`src/pkg/slc_pkg.sv`:
```
// Purpose: Shared constants and types for the stack check and status word block
// Assumes: 32-bit APB, one register per aligned word
// Notes: Status word bit positions follow the register layout
package slc_pkg;
   // ------------------------------------------------------------
   // Register map
   // ------------------------------------------------------------
   localparam logic [7:0] OFS_STACK_LIMIT = 8'h00;
   localparam logic [7:0] OFS_STATUS_WORD = 8'h04;
   localparam logic [7:0] OFS_STACK_PTR = 8'h08;
   localparam logic [7:0] OFS_CONTROL = 8'h0C;
   localparam logic [7:0] OFS_TRAP_INFO = 8'h10;
   // ------------------------------------------------------------
   // Reset values and limits
   // ------------------------------------------------------------
   localparam logic [15:0] STACK_PTR_RESET = 16'h0800;
   localparam logic [15:0] STACK_FLOOR = 16'h0800;
   localparam logic [15:0] STACK_LIMIT_RESET = 16'h0000;
   localparam logic [15:0] STATUS_RESET = 16'h0000;
   localparam logic [15:0] STACK_STEP = 16'h0002;
   // ------------------------------------------------------------
   // Status word bit positions
   // ------------------------------------------------------------
   localparam int BIT_ACC_A_OVF = 15;
   localparam int BIT_ACC_B_OVF = 14;
   localparam int BIT_ACC_A_SAT = 13;
   localparam int BIT_ACC_B_SAT = 12;
   localparam int BIT_COMB_OVF = 11;
   localparam int BIT_COMB_SAT = 10;
   localparam int BIT_LOOP_ACT = 9;
   localparam int BIT_DIGIT_CARRY = 8;
   localparam int BIT_PRIO_HI = 7;
   localparam int BIT_PRIO_LO = 5;
   localparam int BIT_REPEAT_ACT = 4;
   // Bits that software may write freely
   localparam logic [15:0] SW_WRITE_MASK = 16'h01EF;
   localparam logic [15:0] PRIO_MASK = 16'h00E0;
   // ------------------------------------------------------------
   // Carriers
   // ------------------------------------------------------------
   typedef struct packed {
      logic valid;    // Address being formed from stack pointer
      logic is_push;  // Push style access (post increment)
      logic is_pop;   // Pop style access (pre decrement)
      logic [15:0] ea; // Effective address
   } slc_stack_access_t;
   typedef struct packed {
      logic acc_a_ovf;
      logic acc_b_ovf;
      logic acc_a_sat;
      logic acc_b_sat;
      logic loop_active;
      logic repeat_active;
   } slc_engine_flags_t;
   typedef struct packed {
      logic pulse;     // One cycle trap request
      logic underflow; // Cause: 1 underflow, 0 overflow or wrap
   } slc_trap_t;
endpackage

```
`src/rtl/slc_stack_status.sv`:
```
// Purpose: Stack limit checking, stack error trap and CPU status word access
// Assumes: Core logic on core_clk drives stack accesses and engine flags
// Notes: Registers reached over APB; core writes to status word come via alu port
//
// Chosen here: the APB interface to the registers and the placing of the registers.

// Notes on behaviour
// RULE1 - Stack limit is 16 bits with bit 0 always zero.
// RULE2 - Overflow checking enabled only by a word write to the stack limit.
// RULE3 - Once enabled, checking stays on until device reset.
// RULE4 - Every stack pointer effective address compared against limit while enabled; here only push addresses are compared.
// RULE5 - Push with pointer above limit by two traps on that push.
// RULE6 - Calls and interrupt stacking are checked the same way.
// RULE7 - Wrap past end of data space traps while checking enabled.
// RULE8 - Software avoids indirect stack read right after a limit write.
// RULE9 - Stack pointer resets to 0x0800; below 0x0800 raises a trap.
// RULE10 - Status word is 16 bits with low and high bytes.
// RULE11 - Exception stacking word is status low byte joined with PC top byte.
// RULE12 - Loop active flag at bit 9 is read only.
// RULE13 - Repeat active flag at bit 4 is read only.
// RULE14 - Overflow flags are read only, updated by the engine.
// RULE15 - Saturation flags are sticky, set by engine, cleared by software.
// RULE16 - Clearing combined saturation clears both accumulator saturation flags.
// RULE17 - Digit carry at bit 8 and arithmetic flags are writable.
// RULE18 - Remaining status bits are read and write.
// RULE19 - Priority level is top bit joined with status bits 7 to 5.
// RULE20 - Stack pointer bit 0 is forced to zero.
// RULE21 - Priority bits read only while nesting disable is set.
// RULE22 - User interrupts blocked while the top priority bit is one.
// RULE23 - Each trap is a one cycle pulse with an overflow or underflow cause.
module slc_stack_status (
   input wire logic core_clk, // Core clock
   input wire logic rst, // Async reset, active high
   input wire logic psel, // APB select
   input wire logic penable, // APB enable
   input wire logic pwrite, // APB direction
   input wire logic [7:0] paddr, // APB byte address
   input wire logic [31:0] pwdata, // APB write data
   input wire logic [3:0] pstrb, // APB byte strobes
   output logic [31:0] prdata, // APB read data
   output logic pready, // APB ready
   output logic pslverr, // APB error
   input wire slc_pkg::slc_stack_access_t stack_acc, // Stack pointer access
   input wire logic sp_load, // Core loads new stack pointer
   input wire logic [15:0] sp_load_val, // New stack pointer value
   input wire slc_pkg::slc_engine_flags_t eng_flags, // Engine and loop flags
   input wire logic alu_wr, // Core writes arithmetic flags
   input wire logic [4:0] alu_flags, // Digit carry, N, OV, Z, C
   input wire logic priority_level_top, // Top priority bit from core control
   input wire logic nesting_disable, // Nesting disable control
   input wire logic [7:0] pc_top_byte, // Program counter top byte
   output slc_pkg::slc_trap_t stack_trap, // Stack error trap
   output logic [3:0] cpu_priority, // Combined priority level
   output logic user_irq_block, // User interrupts blocked
   output logic [15:0] exc_stack_word, // Word stacked on exception
   output logic [15:0] stack_pointer_reg // Current stack pointer
);
   // ------------------------------------------------------------
   // Bus decode
   // ------------------------------------------------------------
   logic acc_phase;
   logic wr_en;
   logic word_wr;
   logic low_wr;
   logic high_wr;
   logic addr_ok;
   logic [15:0] wdata16;
   assign acc_phase = psel && penable;
   assign wr_en = acc_phase && pwrite;
   assign word_wr = pstrb[0] && pstrb[1];
   assign low_wr = pstrb[0];
   assign high_wr = pstrb[1];
   assign wdata16 = pwdata[15:0];
   assign addr_ok = (paddr == slc_pkg::OFS_STACK_LIMIT) || (paddr == slc_pkg::OFS_STATUS_WORD)
      || (paddr == slc_pkg::OFS_STACK_PTR) || (paddr == slc_pkg::OFS_CONTROL)
      || (paddr == slc_pkg::OFS_TRAP_INFO);

   // ------------------------------------------------------------
   // Stack limit and enable
   // ------------------------------------------------------------
   logic [15:0] stack_limit_reg;
   logic check_en_reg;
   logic limit_wr;
   assign limit_wr = wr_en && (paddr == slc_pkg::OFS_STACK_LIMIT);

   // RULE1 word aligned limit
   always_ff @(posedge core_clk or posedge rst)
   begin
      if (rst)
         stack_limit_reg <= slc_pkg::STACK_LIMIT_RESET;
      else if (limit_wr)
      begin
         if (low_wr)
            stack_limit_reg[7:0] <= {wdata16[7:1], 1'b0};
         if (high_wr)
            stack_limit_reg[15:8] <= wdata16[15:8];
      end
   end

   // RULE2 RULE3 enable latches on word write
   always_ff @(posedge core_clk or posedge rst)
   begin
      if (rst)
         check_en_reg <= 1'b0;
      else if (limit_wr && word_wr)
         check_en_reg <= 1'b1;
   end

   // ------------------------------------------------------------
   // Stack pointer
   // ------------------------------------------------------------
   logic sp_bus_wr;
   logic [15:0] sp_next;
   assign sp_bus_wr = wr_en && (paddr == slc_pkg::OFS_STACK_PTR) && word_wr;
   always_comb
   begin
      sp_next = stack_pointer_reg;
      if (sp_bus_wr)
         sp_next = wdata16;
      else if (sp_load)
         sp_next = sp_load_val;
      else if (stack_acc.valid && stack_acc.is_push)
         sp_next = stack_pointer_reg + slc_pkg::STACK_STEP;
      else if (stack_acc.valid && stack_acc.is_pop)
         sp_next = stack_pointer_reg - slc_pkg::STACK_STEP;
   end

   // RULE9 RULE20 reset value and bit 0 cleared
   always_ff @(posedge core_clk or posedge rst)
   begin
      if (rst)
         stack_pointer_reg <= slc_pkg::STACK_PTR_RESET;
      else
         stack_pointer_reg <= {sp_next[15:1], 1'b0};
   end

   // ------------------------------------------------------------
   // Stack checks
   // ------------------------------------------------------------
   logic ovf_hit;
   logic wrap_hit;
   logic unf_hit;
   logic [16:0] ea_sum;
   assign ea_sum = {1'b0, stack_acc.ea} + {1'b0, slc_pkg::STACK_STEP};
   // RULE4 RULE5 RULE6 compare every push address against the limit
   assign ovf_hit = check_en_reg && stack_acc.valid && stack_acc.is_push
      && (stack_acc.ea > stack_limit_reg);
   // RULE7 wrap at end of data space
   assign wrap_hit = check_en_reg && stack_acc.valid && stack_acc.is_push && ea_sum[16];
   // RULE9 floor check
   assign unf_hit = stack_acc.valid && (stack_acc.ea < slc_pkg::STACK_FLOOR);

   // RULE23 one cycle trap pulse
   always_ff @(posedge core_clk or posedge rst)
   begin
      if (rst)
         stack_trap <= '0;
      else
      begin
         stack_trap.pulse <= ovf_hit || wrap_hit || unf_hit;
         stack_trap.underflow <= unf_hit && !(ovf_hit || wrap_hit);
      end
   end

   // ------------------------------------------------------------
   // Status word
   // ------------------------------------------------------------
   logic [15:0] status_reg;
   logic [15:0] status_next;
   logic sr_wr;
   logic [15:0] sr_bmask;
   logic [15:0] sr_wmask;
   assign sr_wr = wr_en && (paddr == slc_pkg::OFS_STATUS_WORD);
   assign sr_bmask = {{8{high_wr}}, {8{low_wr}}};

   always_comb
   begin
      sr_wmask = slc_pkg::SW_WRITE_MASK & sr_bmask;
      // RULE21 priority bits locked
      if (nesting_disable)
         sr_wmask = sr_wmask & ~slc_pkg::PRIO_MASK;
      status_next = status_reg;
      // RULE17 RULE18 writable bits
      if (sr_wr)
         status_next = (status_reg & ~sr_wmask) | (wdata16 & sr_wmask);
      else if (alu_wr)
         status_next[slc_pkg::BIT_DIGIT_CARRY] = alu_flags[4];
      if (alu_wr && !sr_wr)
         status_next[3:0] = alu_flags[3:0];
      // RULE15 RULE16 software clears sticky flags
      if (sr_wr && high_wr && !wdata16[slc_pkg::BIT_COMB_SAT])
      begin
         status_next[slc_pkg::BIT_ACC_A_SAT] = 1'b0;
         status_next[slc_pkg::BIT_ACC_B_SAT] = 1'b0;
      end
      if (sr_wr && high_wr && !wdata16[slc_pkg::BIT_ACC_A_SAT])
         status_next[slc_pkg::BIT_ACC_A_SAT] = 1'b0;
      if (sr_wr && high_wr && !wdata16[slc_pkg::BIT_ACC_B_SAT])
         status_next[slc_pkg::BIT_ACC_B_SAT] = 1'b0;
      // RULE15 engine set wins over clear
      if (eng_flags.acc_a_sat)
         status_next[slc_pkg::BIT_ACC_A_SAT] = 1'b1;
      if (eng_flags.acc_b_sat)
         status_next[slc_pkg::BIT_ACC_B_SAT] = 1'b1;
      status_next[slc_pkg::BIT_COMB_SAT] = status_next[slc_pkg::BIT_ACC_A_SAT]
         | status_next[slc_pkg::BIT_ACC_B_SAT];
      // RULE14 overflow flags from engine only
      status_next[slc_pkg::BIT_ACC_A_OVF] = eng_flags.acc_a_ovf;
      status_next[slc_pkg::BIT_ACC_B_OVF] = eng_flags.acc_b_ovf;
      status_next[slc_pkg::BIT_COMB_OVF] = eng_flags.acc_a_ovf | eng_flags.acc_b_ovf;
      // RULE12 RULE13 read only activity flags
      status_next[slc_pkg::BIT_LOOP_ACT] = eng_flags.loop_active;
      status_next[slc_pkg::BIT_REPEAT_ACT] = eng_flags.repeat_active;
   end

   // RULE10 sixteen bit status word
   always_ff @(posedge core_clk or posedge rst)
   begin
      if (rst)
         status_reg <= slc_pkg::STATUS_RESET;
      else
         status_reg <= status_next;
   end

   // ------------------------------------------------------------
   // Priority and exception word
   // ------------------------------------------------------------
   always_ff @(posedge core_clk or posedge rst)
   begin
      if (rst)
      begin
         cpu_priority <= 4'h0;
         user_irq_block <= 1'b0;
         exc_stack_word <= 16'h0000;
      end
      else
      begin
         // RULE19 combined priority level
         cpu_priority <= {priority_level_top, status_next[slc_pkg::BIT_PRIO_HI:slc_pkg::BIT_PRIO_LO]};
         // RULE22 top bit blocks user interrupts
         user_irq_block <= priority_level_top;
         // RULE11 low byte with program counter top byte
         exc_stack_word <= {pc_top_byte, status_next[7:0]};
      end
   end

   // ------------------------------------------------------------
   // APB read path
   // ------------------------------------------------------------
   logic [31:0] rd_mux;
   always_comb
   begin
      rd_mux = 32'h0000_0000;
      unique case (paddr)
         slc_pkg::OFS_STACK_LIMIT: rd_mux = {16'h0000, stack_limit_reg};
         slc_pkg::OFS_STATUS_WORD: rd_mux = {16'h0000, status_reg};
         slc_pkg::OFS_STACK_PTR: rd_mux = {16'h0000, stack_pointer_reg};
         slc_pkg::OFS_CONTROL: rd_mux = {31'h0000_0000, check_en_reg};
         slc_pkg::OFS_TRAP_INFO: rd_mux = {28'h000_0000, cpu_priority};
         default: rd_mux = 32'h0000_0000;
      endcase
   end

   // Zero wait state slave: ready follows the setup cycle
   always_ff @(posedge core_clk or posedge rst)
   begin
      if (rst)
      begin
         pready <= 1'b0;
         pslverr <= 1'b0;
         prdata <= 32'h0000_0000;
      end
      else
      begin
         pready <= psel && !penable;
         pslverr <= psel && !penable && !addr_ok;
         prdata <= (psel && !penable && !pwrite) ? rd_mux : 32'h0000_0000;
      end
   end

   // ------------------------------------------------------------
   // Checks
   // ------------------------------------------------------------
   a_limit_aligned: assert property ( // RULE1
      @(posedge core_clk) disable iff (rst)
      !stack_limit_reg[0])
      else $error("limit bit 0 set");
   a_byte_no_enable: assert property ( // RULE2
      @(posedge core_clk) disable iff (rst)
      (!check_en_reg && limit_wr && !word_wr) |=> !check_en_reg)
      else $error("byte write enabled check");
   a_enable_sticky: assert property ( // RULE3
      @(posedge core_clk) disable iff (rst)
      check_en_reg |=> check_en_reg)
      else $error("check disabled");
   a_overflow_trap: assert property ( // RULE5
      @(posedge core_clk) disable iff (rst)
      ovf_hit |=> (stack_trap.pulse && !stack_trap.underflow))
      else $error("no overflow trap");
   a_floor_trap: assert property ( // RULE9
      @(posedge core_clk) disable iff (rst)
      (stack_acc.valid && stack_acc.ea < slc_pkg::STACK_FLOOR) |=> stack_trap.pulse)
      else $error("no floor trap");
   a_sp_aligned: assert property ( // RULE20
      @(posedge core_clk) disable iff (rst)
      !stack_pointer_reg[0])
      else $error("sp misaligned");
   a_trap_pulse: assert property ( // RULE23
      @(posedge core_clk) disable iff (rst)
      (stack_trap.pulse && !ovf_hit && !wrap_hit && !unf_hit) |=> !stack_trap.pulse)
      else $error("trap not pulse");
   a_sat_sticky: assert property ( // RULE15
      @(posedge core_clk) disable iff (rst)
      (status_reg[slc_pkg::BIT_ACC_A_SAT] && !sr_wr) |=> status_reg[slc_pkg::BIT_ACC_A_SAT])
      else $error("saturation lost");
   a_sat_combined: assert property ( // RULE16
      @(posedge core_clk) disable iff (rst)
      status_reg[slc_pkg::BIT_COMB_SAT]
      == (status_reg[slc_pkg::BIT_ACC_A_SAT] | status_reg[slc_pkg::BIT_ACC_B_SAT]))
      else $error("combined sat mismatch");
   a_loop_ro: assert property ( // RULE12
      @(posedge core_clk) disable iff (rst)
      status_reg[slc_pkg::BIT_LOOP_ACT] == $past(eng_flags.loop_active))
      else $error("loop flag wrong");
   a_prio_locked: assert property ( // RULE21
      @(posedge core_clk) disable iff (rst)
      nesting_disable |=> (status_reg[7:5] == $past(status_reg[7:5])))
      else $error("priority changed");
   a_irq_block: assert property ( // RULE22
      @(posedge core_clk) disable iff (rst)
      priority_level_top |=> user_irq_block)
      else $error("irq not blocked");
   a_wrap_trap: assert property ( // RULE7
      @(posedge core_clk) disable iff (rst)
      wrap_hit |=> (stack_trap.pulse && !stack_trap.underflow))
      else $error("no wrap trap");
   a_ovf_ro: assert property ( // RULE14
      @(posedge core_clk) disable iff (rst)
      !$past(rst) |-> (status_reg[slc_pkg::BIT_ACC_A_OVF] == $past(eng_flags.acc_a_ovf)))
      else $error("overflow flag wrong");
   a_comb_ovf: assert property ( // RULE14
      @(posedge core_clk) disable iff (rst)
      status_reg[slc_pkg::BIT_COMB_OVF]
      == (status_reg[slc_pkg::BIT_ACC_A_OVF] | status_reg[slc_pkg::BIT_ACC_B_OVF]))
      else $error("combined overflow mismatch");
   a_repeat_ro: assert property ( // RULE13
      @(posedge core_clk) disable iff (rst)
      !$past(rst) |-> (status_reg[slc_pkg::BIT_REPEAT_ACT] == $past(eng_flags.repeat_active)))
      else $error("repeat flag wrong");
   a_sat_no_set: assert property ( // RULE15
      @(posedge core_clk) disable iff (rst)
      (!status_reg[slc_pkg::BIT_ACC_A_SAT] && !eng_flags.acc_a_sat)
      |=> !status_reg[slc_pkg::BIT_ACC_A_SAT])
      else $error("saturation set by software");
   a_sab_clear: assert property ( // RULE16
      @(posedge core_clk) disable iff (rst)
      (sr_wr && high_wr && !wdata16[slc_pkg::BIT_COMB_SAT] && !eng_flags.acc_a_sat
      && !eng_flags.acc_b_sat) |=> (status_reg[13:12] == 2'h0))
      else $error("combined clear kept a flag");
   a_exc_word: assert property ( // RULE11
      @(posedge core_clk) disable iff (rst)
      !$past(rst) |-> (exc_stack_word == {$past(pc_top_byte), status_reg[7:0]}))
      else $error("stacked word wrong");
   a_prio_level: assert property ( // RULE19
      @(posedge core_clk) disable iff (rst)
      !$past(rst) |-> (cpu_priority == {$past(priority_level_top), status_reg[7:5]}))
      else $error("priority level wrong");
   a_dc_write: assert property ( // RULE17
      @(posedge core_clk) disable iff (rst)
      (alu_wr && !sr_wr) |=> (status_reg[slc_pkg::BIT_DIGIT_CARRY] == $past(alu_flags[4])))
      else $error("digit carry not written");
   a_under_cause: assert property ( // RULE23
      @(posedge core_clk) disable iff (rst)
      (unf_hit && !ovf_hit && !wrap_hit) |=> (stack_trap.pulse && stack_trap.underflow))
      else $error("underflow cause wrong");
   a_idle_quiet: assert property ( // RULE23
      @(posedge core_clk) disable iff (rst)
      !stack_acc.valid |=> !stack_trap.pulse)
      else $error("trap without access");
   a_disabled_quiet: assert property ( // RULE2
      @(posedge core_clk) disable iff (rst)
      (!check_en_reg && stack_acc.valid && stack_acc.ea >= slc_pkg::STACK_FLOOR)
      |=> !stack_trap.pulse)
      else $error("trap while checking off");
endmodule

```
`config.mk`:
```
export PLATFORM = sky130hd
export DESIGN_NAME = slc_stack_status
export DESIGN_NICKNAME = d
export VERILOG_FILES = /design/src/pkg/slc_pkg.sv /design/src/rtl/slc_stack_status.sv
export SDC_FILE = /design/constraint.sdc
export NUM_CORES = 1
export LEC_CHECK = 0
export BUFFER_PORTS_ARGS = -buffer_cell sky130_fd_sc_hd__buf_2
export CAP_MARGIN = 20
export CORE_MARGIN = 2
export CORE_UTILIZATION = 45
export DETAILED_ROUTE_END_ITERATION = 10
export HOLD_SLACK_MARGIN = 0.1
export PLACE_DENSITY = 0.78
export SKIP_CTS_REPAIR_TIMING = 1
export SYNTH_ARGS = -nofsm -noshare
export SYNTH_HDL_FRONTEND = slang
export SYNTH_SLANG_ARGS = --single-unit
```
`constraint.sdc`:
```
create_clock -name core_clk -period 2.1 [get_ports core_clk]
set_input_delay 0.21 -clock core_clk [delete_from_list [all_inputs] [get_ports core_clk]]
set_output_delay 0.21 -clock core_clk [all_outputs]
set_load 0.005 [all_outputs]
```
# Yosys cells after proc, flatten, opt, wreduce, memory -nomap -nowiden

Index checks and enable logic that the tools add are counted.

Equal/unequal tests: 4
Add/subtract/negate cells: 3
Multiplexer cells: 17
Magnitude comparators: 2
Reductions and logical operators: 43
Bitwise operators: 6

Operators by type and width:

| operator                | count |
|---|---|
| $pmux W16 S5            | 1 |
| $mux W16                | 4 |
| $mux W32                | 1 |
| $logic_and A1 B1 Y1     | 24 |
| $add A16 B2 Y17 const B | 1 |
| $add A16 B2 Y16 const B | 1 |
| $eq A8 B4 Y1 const B    | 2 |
| $gt A16 B16 Y1          | 1 |
| $lt A16 B12 Y1 const B  | 1 |
| $mux W8                 | 2 |
| $sub A16 B2 Y16 const B | 1 |
| $and A14 B14 Y14        | 1 |
| $and A14 B9 Y14         | 1 |
| $not A9 Y14             | 1 |
| $or A14 B14 Y14         | 1 |
| $eq A8 B3 Y1 const B    | 1 |
| $eq A8 B5 Y1 const B    | 1 |
| $logic_not A1 Y1        | 8 |
| $logic_not A8 Y1        | 1 |
| $logic_or A1 B1 Y1      | 6 |
| $mux W1                 | 6 |
| $mux W5                 | 1 |
| $mux W4                 | 1 |
| $reduce_and A2 Y1       | 2 |
| 4 further kinds         | 5 |

Output and inout bits: 73
Bits of input ports: 107
Bits in registers: 104
Logic and storage cells: 89

# Depth between registers and ports, before layout

Word-level depth: 9
Depth in mapped cells: 9
Gate-level depth less buffers: 9

# Worst setup path before layout

No wires, ideal clock.

Path type: input-to-reg
Start: input stack_acc[18] in the netlist's numbering
End: register stack_pointer_reg[13]
Cell stages on the path: 8
Required time: 1,980 ps
Data arrival time: 2,274 ps
Buffers on the path: 0
Library setup time: 120 ps
Path slack: -294 ps
Cell sequence: nand2_1 ha_1 a21o_1 or3_1 o211ai_1 a211oi_1 or3_1 a41o_1

Longest elaborated chain between the ends: 4
Elaborated cells on any way between the ends: 6
Those cells by class: 3 x mux; 3 x reduce/logical

RTL lines:

| what                 | RTL line                | RTL |
|---|---|---|
| start, declared      | slc_stack_status.sv:43  | `input wire slc_pkg::slc_stack_access_t stack_acc,` |
| $logic_and A1 B1 Y1  | slc_stack_status.sv:122 | `else if (stack_acc.valid && stack_acc.is_push)` |
| $mux W16             | slc_stack_status.sv:122 |  |
| $mux W16             | slc_stack_status.sv:120 | `else if (sp_load)` |
| $mux W16             | slc_stack_status.sv:118 | `if (sp_bus_wr)` |
| end signal, assigned | slc_stack_status.sv:132 | `stack_pointer_reg <= slc_pkg::STACK_PTR_RESET;` |
| end signal, assigned | slc_stack_status.sv:134 | `stack_pointer_reg <= {sp_next[15:1], 1'b0};` |
| end, declared        | slc_stack_status.sv:56  | `output logic [15:0] stack_pointer_reg` |

Several ways; a longest one is shown, not always the timed one.
A chain may end at the register's enable or synchronous reset.

# Worst setup path in the final report

Start: register stack_pointer_reg[3]
End: register stack_pointer_reg[7]

Longest elaborated chain between the ends: 5
Elaborated cells on any way between the ends: 6
Those cells by class: 2 x add/sub; 4 x mux

RTL lines:

| what            | RTL line                | RTL |
|---|---|---|
| $sub A16 B2 Y16 | slc_stack_status.sv:125 | `sp_next = stack_pointer_reg - slc_pkg::STACK_STEP;` |
| $mux W16        | slc_stack_status.sv:124 | `else if (stack_acc.valid && stack_acc.is_pop)` |
| $mux W16 *      | slc_stack_status.sv:122 |  |
| $mux W16 *      | slc_stack_status.sv:120 |  |
| $mux W16 *      | slc_stack_status.sv:118 |  |

Mark *: on every way between the ends. The rest lies on a longest branch, timed or not. The select of a mux whose other input is x is not followed.

==> impl_metrics.env <==
export IMPL_yosysUniqueCellTypes=57
export IMPL_cts_tree="done"
export IMPL_top_layer_used="met4"
export IMPL_hp_class="primary input to flop"
export IMPL_synth_top_family_by_area="compound AO/OA/AOI/OAI gates"
export IMPL_grt_pass1_wl_um=21200
export IMPL_failed_checks="setup timing"
export IMPL_place_gp_congestion=0.850
export IMPL_antenna_found_initial=0
export IMPL_drive_gt1_frac=0.370
export IMPL_fill_cells=818
export IMPL_clkSlewWorstSetupHoldPaths_ns=0.09
export IMPL_dpl_hpwl_um=10400
export IMPL_fin_skew_ns=0.0211
export IMPL_antenna_cells=0
export IMPL_stdcell_area_mm2=0.00619
export IMPL_reg_top3="exc_stack_word: 16 flops, prdata: 16 flops"
export IMPL_synth_common_cells="75 x dfrtp_1, 51 x nand2_1, 41 x nor2_1"
export IMPL_netlist_instances=495
export IMPL_synth_xor_area_frac=0.0209
export IMPL_htree_levels=3
export IMPL_drv_cap=0
export IMPL_ys_async_sr_fraction=1.00
export IMPL_placed_area_mm2=0.00565
export IMPL_die_area_mm2=0.0111
export IMPL_antenna_left=0
export IMPL_wl_met1_um=5780
export IMPL_clock_fmax_mhz=454
export IMPL_final_nets=821
export IMPL_report_final_slew_viol_count=0
export IMPL_grt_overflow=0
export IMPL_hold_viol=0
export IMPL_syn_to_final_growth_pct=34.0
export IMPL_cp_max_fo=4
export IMPL_drtPass1Iterations=5
export IMPL_yosys_most_used_dff="dfrtp_1"
export IMPL_fp_row_count=36
export IMPL_ys_seq_area_frac=0.412
export IMPL_multi_input_area_mm2=0.00249
export IMPL_period_share=1.05
export IMPL_max_slew_margin=0.521
export IMPL_vias_per_cell=5.38
export IMPL_status="finished, violations left"
export IMPL_netlist_area_leader_share=0.406
export IMPL_grt_setup_unrepaired="true"
export IMPL_synth_most_common_cell="dfrtp_1"
export IMPL_clk_latency_ns=0.36
export IMPL_initial_core_util=0.468
export IMPL_regToRegSetupSlack_ns=-0.10
export IMPL_yosys_area_share_simple=0.154
export IMPL_wl_per_cell_um=16.7
export IMPL_gr_usage_all_layers=0.240
export IMPL_die_h_um=105
export IMPL_io_buffers=143
export IMPL_route_met3_wl_um=936
export IMPL_critPathKind="flop to flop"
export IMPL_ys_warn_count=0
export IMPL_route_final_wire_length_um=13800
export IMPL_core_mm2=0.00986
export IMPL_io_pins=180
export IMPL_cts_root_buf="clkbuf_8"
export IMPL_setup_viol=2
export IMPL_crit_path_end_kind="flop"
export IMPL_syn_area_mm2=0.00462
export IMPL_fin_ws_ns=-0.102
export IMPL_min_period_ns=2.20
export IMPL_drtIter0Drc=263
export IMPL_powerDensity_mw_per_mm2=664
export IMPL_wl_met2_um=6730
export IMPL_leakagePower_nw=3.04
export IMPL_worst_pin_slew_ns=0.717
export IMPL_yosys_area_top_type="dfrtp_1"
export IMPL_drc=0
export IMPL_grt_pass1_vias=4253
export IMPL_ys_ff_latch=76
export IMPL_synth_fa_ha_area_frac=0.0829
export IMPL_synth_compound_area_share=0.184
export IMPL_vias=4421
export IMPL_timing_setup_tns_ns=-0.176
export IMPL_muxShareOfSynthArea=0.0561
export IMPL_preCtsSetupSlack_ns=-0.226
export IMPL_start_kind="flop"
export IMPL_holdWs_ns=0.0961
export IMPL_avgSynthCellArea_um2=9.33
export IMPL_irDropWorstVdd_v=0.000318
export IMPL_synth_area_leaders="dfrtp_1 41%, ha_1 7.9%, buf_4 4.7%, nand2_1 4.1%, o21ai_0 4.0%"
export IMPL_worstPathArrival_ns=2.45
export IMPL_die_w_um=105
export IMPL_grt_max_degree=44
export IMPL_area_sequential_mm2=0.00190
export IMPL_clockBufferDepth=2
export IMPL_cts_sinks=76
export IMPL_worstPathRequired_ns=2.35
export IMPL_synth_edf_count=0
export IMPL_numCtsBuffers=9
## kinds of logic (layout without fill, tap and decap cells)
| group | Yosys count | after routing |
|---|---|---|
| other | 1 | 17 |
| xor gates and xnor gates | 11 | 11 |
| adders and majority gates | 30 | 30 |
| and+or+nand+nor | 145 | 145 |
| muxes | 21 | 21 |
| AOI/OAI and AO/OA | 134 | 134 |
| DFF | 76 | 76 |
| buffers and inverters | 77 | 255 |
## worst max-delay path, stage by stage (launching register included)
cell and delay, ns:
dfrtp_1 0.43, ha_4 0.23, nor2b_2 0.15, o31a_1 0.32
buf_4 0.16, o21ai_4 0.12, nor4bb_4 0.31, a2111oi_2 0.09
o31ai_1 0.28
## worst paths after layout
path,cells past startpoint,endpoint,start
max in group asynchronous,4,pslverr$_DFF_PP0_,rst
worst min register to register,1,status_reg[13]$_DFF_PP0_,status_reg[13]$_DFF_PP0_
min in group asynchronous,3,prdata[9]$_DFF_PP0_,rst
worst max register to register,8,stack_pointer_reg[7]$_DFFE_PP0P_,stack_pointer_reg[3]$_DFFE_PP0P_
worst max-delay path,8,stack_pointer_reg[7]$_DFFE_PP0P_,stack_pointer_reg[3]$_DFFE_PP0P_
worst min-delay path,3,stack_pointer_reg[14]$_DFFE_PP0P_,pwdata[14]
## layer usage
layer	track usage	vias up
met5	0	-
met3	0.0414	30
met1	0.324	2084
li1	-	2104
met2	0.386	203
met4	0.0895	0
## per-stage QoR
stage / util / power [mW] / cells
5_1_grt: 0.628 / 4.31 / 822
3_3_place_gp: 0.572 / 2.67 / 783
6_report: 0.628 / 4.11 / 822
3_5_place_dp: 0.572 / 2.71 / 783
4_1_cts: 0.596 / 3.99 / 799
2_1_floorplan: - / 2.27 / 511
## power breakdown
| group | switching, mW | internal, mW | leakage [nW] | total [mW] |
|---|---|---|---|---|
| Clock | 0.544 | 0.738 | 0.120 | 1.28 |
| Combinational | 0.623 | 0.587 | 1.95 | 1.21 |
| Sequential | 0.0788 | 1.54 | 0.969 | 1.62 |
## cells in the final DEF (no fill, tap or decap), types with 7 or more instances in the layout
cell type / count
nor2_1: 41
a22oi_1: 19
buf_2: 143
o21ai_0: 33
clkbuf_8: 11
a21o_1: 11
mux2_2: 11
buf_4: 47
a21oi_1: 30
o221ai_1: 8
xnor2_1: 7
mux2_4: 7
ha_1: 27
nand4_1: 8
conb_1: 17
dlygate4sd3_1: 18
nand2_1: 50
inv_1: 26
dfrtp_1: 75
## cell type report
type	count	share of cell area
clock buffers	11	0.0244
multi-input cells	358	0.402
inverters	29	0.0182
flip-flops and latches	76	0.307
repair buffers	210	0.208
clock inverters	5	0.0133
well taps	133	0.0269
Note: power is estimated with default switching activity, not from simulation.
